File: config.mk
export PLATFORM = sky130hd
export DESIGN_NAME = olx_or_and_pointer_load_exec
export DESIGN_NICKNAME = d
export VERILOG_FILES = /design/src/olx_or_and_pointer_load_exec.v /design/src/olx_phase_gen.v
export VERILOG_INCLUDE_DIRS = /design/src
export SDC_FILE = /design/constraint.sdc
export NUM_CORES = 1
export LEC_CHECK = 0
export ABC_CLOCK_PERIOD_IN_PS = 4800
export BUFFER_PORTS_ARGS = -buffer_cell sky130_fd_sc_hd__clkbuf_2
export CORE_MARGIN = 1
export CORE_UTILIZATION = 56
export DETAILED_ROUTE_END_ITERATION = 12
export GPL_TIMING_DRIVEN = 0
export PLACE_DENSITY = 0.95
export SLEW_MARGIN = 20
export SYNTH_ARGS = -nofsm -noshare
export SYNTH_HDL_FRONTEND = slang
export SYNTH_SLANG_ARGS = --single-unit
File: constraint.sdc
create_clock -name ref_clk -period 4.8 [get_ports ref_clk]
set_clock_uncertainty 0.05 [all_clocks]
set_input_delay 0.24 -clock ref_clk [delete_from_list [all_inputs] [get_ports ref_clk]]
set_output_delay 0.24 -clock ref_clk [all_outputs]
set_load 0.05 [all_outputs]
File: src/olx_defines.vh
// Purpose: constants for the or/pointer-load execution block
// Assumes: 16-bit instruction words, four-phase instruction cycle
// Notes: opcode fields are matched on the upper word bits
`ifndef OLX_DEFINES_VH
`define OLX_DEFINES_VH
// ***********************************
// opcode patterns
// ***********************************
`define OLX_OP_ORLIT      8'h09
`define OLX_OP_ORFILE     6'h04
`define OLX_OP_LDPTR      8'hEE
`define OLX_LDPTR_ZERO    2'h0
`define OLX_OP_SECOND     4'hF
// ***********************************
// field positions, index limit and pointer count
// ***********************************
`define OLX_BIT_DEST      9
`define OLX_BIT_ACCESS    8
`define OLX_INDEX_LIMIT   8'h5F
`define OLX_PTR_COUNT     3
// ***********************************
// phases and reset values
// ***********************************
`define OLX_Q1            2'h0
`define OLX_Q2            2'h1
`define OLX_Q3            2'h2
`define OLX_Q4            2'h3
`define OLX_WREG_RESET    8'h00
`define OLX_PTR_RESET     12'h000
`endif

File: src/olx_or_and_pointer_load_exec.v
// Purpose: execution of or-literal, or-with-file and pointer-load opcodes
// Assumes: instruction word held stable from Q1 to Q4 of its cycle
// Notes: data memory read is combinational, write strobe issued at Q4
// Overview of operation
// - or-literal ORs 8-bit immediate into working register, result stays there
// - or-with-file ORs working register with location; dest bit picks target
// - access bit 0 uses access bank, 1 uses bank select register
// - access 0, extended set on, address up to 95: indexed literal offset
// - pointer load puts 12-bit immediate into pointer 0..2, two words
// - first cycle writes high byte, second cycle writes low byte
`include "olx_defines.vh"
module olx_or_and_pointer_load_exec #(
   parameter PTR_W = 12
) (
   input  wire        ref_clk,
   input  wire        rst,
   input  wire [15:0] instrWord,
   input  wire        instrValid,
   input  wire        extendedEn,
   input  wire [3:0]  bankSelectRegister,
   input  wire [7:0]  memRdData,
   output reg  [11:0] memAddr_r,
   output reg  [7:0]  memWrData_r,
   output reg         memWrEn_r,
   output reg  [7:0]  workingReg_r,
   output reg         flagNeg_r,
   output reg         flagZero_r,
   output reg  [PTR_W-1:0] pointer0_r,
   output reg  [PTR_W-1:0] pointer1_r,
   output reg  [PTR_W-1:0] pointer2_r,
   output reg  [1:0]  phase_r,
   output reg         busy_r
);
   // ***********************************
   // phase sequencer
   // ***********************************
   wire [1:0] phase;
   olx_phase_gen olx_phase_gen_i (
      .ref_clk (ref_clk),
      .rst     (rst),
      .phase_r (phase)
   );

   // ***********************************
   // decode
   // ***********************************
   localparam ST_IDLE = 1'b0;
   localparam ST_LOW  = 1'b1;
   reg        state_r;
   reg        state_nxt;
   reg [1:0]  ptrSel_r;

   wire isOrLit  = instrValid && (instrWord[15:8] == `OLX_OP_ORLIT);
   wire isOrFile = instrValid && (instrWord[15:10] == `OLX_OP_ORFILE);
   wire isLdPtr  = instrValid && (instrWord[15:8] == `OLX_OP_LDPTR)
                   && (instrWord[7:6] == `OLX_LDPTR_ZERO) && (instrWord[5:4] != 2'h3);
   wire isSecond = instrValid && (instrWord[15:12] == `OLX_OP_SECOND);
   wire destFile = instrWord[`OLX_BIT_DEST];
   wire accessA  = instrWord[`OLX_BIT_ACCESS];

   // access bank: low half maps to bank 0, high half to bank 15
   function [11:0] resolveAddr;
      input [7:0] f;
      input       a;
      input [3:0] bank_select_register;
      input       ext;
      input [11:0] idx;
      begin
         if (a) begin
            resolveAddr = {bank_select_register, f};
         end else if (ext && (f <= `OLX_INDEX_LIMIT)) begin
            resolveAddr = idx + {4'h0, f};
         end else begin
            resolveAddr = {{4{f[7]}}, f};
         end
      end
   endfunction

   // indexed literal offset is relative to pointer 2
   wire [11:0] fileAddr = resolveAddr(instrWord[7:0], accessA, bankSelectRegister,
                                      extendedEn, pointer2_r[11:0]);
   wire [7:0]  orLitRes  = workingReg_r | instrWord[7:0];
   wire [7:0]  orFileRes = workingReg_r | memRdData;

   // ***********************************
   // pointer write enables
   // ***********************************
   // selector 3 never reaches here, decode refuses it
   function [2:0] ptrHit;
      input [1:0] sel;
      begin
         case (sel)
            2'h0:    ptrHit = 3'h1;
            2'h1:    ptrHit = 3'h2;
            default: ptrHit = 3'h4;
         endcase
      end
   endfunction

   wire               isQ4   = (phase == `OLX_Q4);
   wire               hiWrEn = isQ4 && (state_r == ST_IDLE) && isLdPtr;
   wire               loWrEn = isQ4 && (state_r == ST_LOW) && isSecond;
   wire [2:0]         hiSel  = ptrHit(instrWord[5:4]);
   wire [2:0]         loSel  = ptrHit(ptrSel_r);

   wire [3*PTR_W-1:0] ptrCur = {pointer2_r, pointer1_r, pointer0_r};
   wire [3*PTR_W-1:0] ptrNxt;

   // high byte in first word, low byte in second; a pointer keeps the other half
   genvar gi;
   generate
      for (gi = 0; gi < `OLX_PTR_COUNT; gi = gi + 1) begin : g_ptr
         wire [PTR_W-1:0] cur = ptrCur[gi*PTR_W +: PTR_W];
         assign ptrNxt[gi*PTR_W +: PTR_W] =
            (hiWrEn && hiSel[gi]) ? {instrWord[3:0], cur[7:0]} :
            (loWrEn && loSel[gi]) ? {cur[PTR_W-1:8], instrWord[7:0]} :
            cur;
      end
   endgenerate

   always @* begin
      state_nxt = state_r;
      case (state_r)
         ST_IDLE: begin
            if (phase == `OLX_Q4 && isLdPtr) begin
               state_nxt = ST_LOW;
            end
         end
         ST_LOW: begin
            if (phase == `OLX_Q4) begin
               state_nxt = ST_IDLE;
            end
         end
         default: state_nxt = ST_IDLE;
      endcase
   end

   // ***********************************
   // sequencing state
   // ***********************************
   always @(posedge ref_clk) begin
      if (rst) begin
         state_r  <= ST_IDLE;
         ptrSel_r <= 2'h0;
         phase_r  <= `OLX_Q1;
         busy_r   <= 1'b0;
      end else begin
         state_r <= state_nxt;
         phase_r <= phase;
         // busy follows next state, so it rises with the high-byte write
         busy_r  <= (state_nxt == ST_LOW);
         // selector kept for the second word, the first is gone by then
         if (hiWrEn) begin
            ptrSel_r <= instrWord[5:4];
         end
      end
   end

   // ***********************************
   // data memory port
   // ***********************************
   always @(posedge ref_clk) begin
      if (rst) begin
         memAddr_r   <= 12'h000;
         memWrData_r <= 8'h00;
         memWrEn_r   <= 1'b0;
      end else begin
         memWrEn_r <= 1'b0;
         // address presented from Q2 so read data is valid by Q4
         if (isOrFile && phase == `OLX_Q1) begin
            memAddr_r <= fileAddr;
         end
         // write data latched at Q4, strobe stands for the following cycle
         if (isQ4 && state_r == ST_IDLE && isOrFile && destFile) begin
            memWrData_r <= orFileRes;
            memWrEn_r   <= 1'b1;
         end
      end
   end

   // ***********************************
   // working register and status flags
   // ***********************************
   // pointer load falls through here, so flags hold across both of its words
   always @(posedge ref_clk) begin
      if (rst) begin
         workingReg_r <= `OLX_WREG_RESET;
         flagNeg_r    <= 1'b0;
         flagZero_r   <= 1'b0;
      end else if (isQ4 && state_r == ST_IDLE) begin
         if (isOrLit) begin
            workingReg_r <= orLitRes;
            flagNeg_r    <= orLitRes[7];
            flagZero_r   <= (orLitRes == 8'h00);
         end else if (isOrFile) begin
            flagNeg_r  <= orFileRes[7];
            flagZero_r <= (orFileRes == 8'h00);
            if (!destFile) begin
               workingReg_r <= orFileRes;
            end
         end
      end
   end

   // ***********************************
   // pointer registers
   // ***********************************
   // a malformed second word aborts, high byte stays loaded
   // each pointer reloads its own next value every edge
   always @(posedge ref_clk) begin
      if (rst) begin
         pointer0_r <= `OLX_PTR_RESET;
         pointer1_r <= `OLX_PTR_RESET;
         pointer2_r <= `OLX_PTR_RESET;
      end else begin
         pointer0_r <= ptrNxt[PTR_W-1:0];
         pointer1_r <= ptrNxt[2*PTR_W-1:PTR_W];
         pointer2_r <= ptrNxt[3*PTR_W-1:2*PTR_W];
      end
   end
endmodule

File: src/olx_phase_gen.v
// Purpose: four-phase instruction cycle sequencer
// Assumes: synchronous active-high reset
// Notes: one ref_clk edge per phase
`include "olx_defines.vh"
module olx_phase_gen (
   input  wire       ref_clk,
   input  wire       rst,
   output reg  [1:0] phase_r
);
   always @(posedge ref_clk) begin
      if (rst) begin
         phase_r <= `OLX_Q1;
      end else begin
         phase_r <= phase_r + 2'h1;
      end
   end
endmodule
==> impl_metrics.env <==
export IMPL_finalCritPeriodShare=0.4468
export IMPL_drv_cap=0
export IMPL_via_per_inst=5.966
export IMPL_powerDensity_nw_per_um2=268.8
export IMPL_area_delta_synth_final_pct=21.69
export IMPL_synth_nets=445
export IMPL_core_area_um2=6026
export IMPL_vdd_drop_max_mv=0.2014
export IMPL_diodes=0
export IMPL_p_int_uw=850.3
export IMPL_crit_type="reg2reg"
export IMPL_p_sw_uw=310.3
export IMPL_total_leakage_power_uw=0.001966
export IMPL_tns_ps=0
export IMPL_syn_inst=402
export IMPL_die_x_um=81.60
export IMPL_yosysSeqAreaShare=0.4175
export IMPL_dr_total_vias=3532
export IMPL_max_freq_mhz=466.3
export IMPL_post_place_cells=576
export IMPL_post_cts_setup_buffers=0
export IMPL_required_ps=4960
export IMPL_power_share_clock=0.387
export IMPL_multi_input_comb_area_um2=1926
export IMPL_drt_iter0_drc=242
export IMPL_drtAntennaViolNets=0
export IMPL_slew_viol_final=0
export IMPL_period_minus_slack_ps=2144
export IMPL_hold_viol=0
export IMPL_synth_edf_count=0
export IMPL_grt_max_degree=14
export IMPL_layoutNonFillerInstCount=592
export IMPL_syn_area_um2=3548
export IMPL_cts_buffer_depth=2
export IMPL_cts_htree_levels=3
export IMPL_cts_tree="done"
export IMPL_grt_pass1_vias=3211
export IMPL_fillers=465
export IMPL_cts_buffers_inserted=9
export IMPL_avgSynthCellArea_um2=8.827
export IMPL_post_drt_wl_per_cell_um=16.52
export IMPL_ios=102
export IMPL_wirelength_um=9782
export IMPL_gr_total_overflow=0
export IMPL_rows=28
export IMPL_hold_class="in2reg"
export IMPL_nets=555
export IMPL_arrival_ps=2300
export IMPL_min_path_cells=3
export IMPL_cts_sinks=74
export IMPL_ys_types=59
export IMPL_p_comb_frac=0.080
export IMPL_gp_congestion=0.9935
export IMPL_io_buffers=99
export IMPL_clockRootBuffer="clkbuf_8"
export IMPL_startpoint_type="flip-flop"
export IMPL_antenna_found_initial=0
export IMPL_drc=0
export IMPL_outcome="finished clean"
export IMPL_ys_warn_count=0
export IMPL_finalSetupViolations=0
export IMPL_worstMarginPinSlew_ps=622.6
export IMPL_grt_pass1_wl_um=14920
export IMPL_p_seq_frac=0.532
export IMPL_layout_drive_gt1_share=0.2631
export IMPL_ff2ff_path_depth=8
export IMPL_synth_flop_cell="dfxtp_1"
export IMPL_path_clk_slew_ps=80
export IMPL_rsz0062_at_grt="no"
export IMPL_slew_headroom=0.5849
export IMPL_die_h_um=81.60
export IMPL_drtPass1Iterations=5
export IMPL_grtUsageTotal=0.2996
export IMPL_die_area_um2=6659
export IMPL_dp_hpwl_um=7077
export IMPL_clk_latency_ps=350
export IMPL_ys_seq_elements=74
export IMPL_endpoint_kind="flip-flop"
export IMPL_cts_hold_fix_buffers=0
export IMPL_ctsResizeCount=0
export IMPL_critPathMaxFanout=4
export IMPL_swShare=0.2674
export IMPL_seqCellArea_um2=1481
export IMPL_asyncSetResetFlopFracSynth=0
export IMPL_start_util=0.5889
synthesized netlist by cell type, types with 3 or more instances:
| cell | n | share of area |
|---|---|---|
| nor3_1 | 11 | 0.016 |
| a21oi_1 | 29 | 0.041 |
| a211oi_1 | 14 | 0.030 |
| and3_1 | 4 | 0.0071 |
| nor2b_1 | 6 | 0.011 |
| o211ai_1 | 5 | 0.011 |
| ha_1 | 10 | 0.035 |
| o21ai_0 | 6 | 0.0085 |
| mux2i_1 | 29 | 0.082 |
| nand3_1 | 18 | 0.025 |
| a21o_1 | 3 | 0.0063 |
| nor2_1 | 69 | 0.073 |
| nor4_1 | 4 | 0.0071 |
| dfxtp_1 | 74 | 0.42 |
| nand2_1 | 30 | 0.032 |
| clkbuf_1 | 19 | 0.020 |
| a311oi_1 | 3 | 0.0074 |
| inv_1 | 9 | 0.0095 |
| mux2_2 | 7 | 0.022 |
flip-flops by register name, summed over array words and instances, names as in the netlist, 2 cells and up:
| signal | flops |
|---|---|
| pointer0_r | 12 |
| olx_phase_gen_i.phase_r | 2 |
| pointer2_r | 12 |
| memWrData_r | 8 |
| workingReg_r | 8 |
| pointer1_r | 12 |
| phase_r | 2 |
| ptrSel_r | 2 |
| memAddr_r | 12 |
area by class of cell:
class / instances / area share
Clock inverter: 5 / 0.008983
Buffer: 24 / 0.02492
Timing Repair Buffer: 99 / 0.1147
Inverter: 9 / 0.007824
Clock buffer: 11 / 0.03274
Multi-Input combinational cell: 295 / 0.4460
Tap cell: 75 / 0.02173
Sequential cell: 74 / 0.3431
metrics by stage:
step	utilization	total power (uW)	worst slack, ps	instance area, um^2	hold slack, ps
after detailed placement	0.6867	722.9	2529	4138	385.0
final	0.7166	1161	2656	4318	134.4
after CTS	0.7166	1163	2684	4318	125.4
after global routing	0.7166	1196	2471	4318	153.1
after global placement	0.6867	720.1	2559	4138	377.8
after floorplan	-	683.1	2528	3548	333.9
power groups by stage:
stage	clock network, uW	registers [uW]	logic (uW)
floorplan	0	637	45.7
global placement	0	632	87.9
detailed placement	0	632	90.5
CTS	454	618	91.4
global route	478	618	99.5
finish	450	618	93.3
cell families after synthesis:
group	Yosys count	synth area share
mux	36	0.1040
fa+ha+maj	11	0.04090
simple gates	167	0.2458
compound gates	78	0.1446
buf+inv	33	0.03984
flops	74	0.4175
xor+xnor	3	0.007406
per-layer routing:
layer	part of all wire	up-vias	track usage
li1	-	1666	-
met1	0.40	1660	0.3627
met2	0.48	191	0.4917
met3	0.096	15	0.07778
met4	0.015	0	0.1491
met5	0	-	0
path summary, 6_finish.rpt:
path,endpoint,slack (ps),startpoint
hold reg to reg,olx_phase_gen_i.phase_r[0],400,olx_phase_gen_i.phase_r[0]
setup reg to reg,memAddr_r[8],2660,pointer2_r[0]
hold / removal,memWrData_r[2],130,memRdData[2]
setup / recovery,memAddr_r[8],2660,pointer2_r[0]
cell usage in the layout, fill, tap and decap left out, drive strengths merged, types with 4 or more instances in the layout:
| master | n |
|---|---|
| a211oi | 14 |
| nand2 | 30 |
| ha | 10 |
| nor4 | 6 |
| clkbuf | 129 |
| mux2 | 7 |
| a21oi | 29 |
| buf | 5 |
| o21ai | 6 |
| o211ai | 5 |
| nor3 | 12 |
| mux2i | 29 |
| inv | 10 |
| nand3 | 19 |
| nor2b | 6 |
| nor2 | 70 |
| and3 | 4 |
| dfxtp | 74 |
critical path, cell delays in order (launching register included):
cell	delay [ps]
dfxtp_1	350
ha_1	180
inv_1	60
fa_1	380
nor2b_1	210
o2111ai_1	220
and3_1	230
o211ai_1	180
o311ai_0	150
No activity file was read; power rests on OpenSTA's default activity.
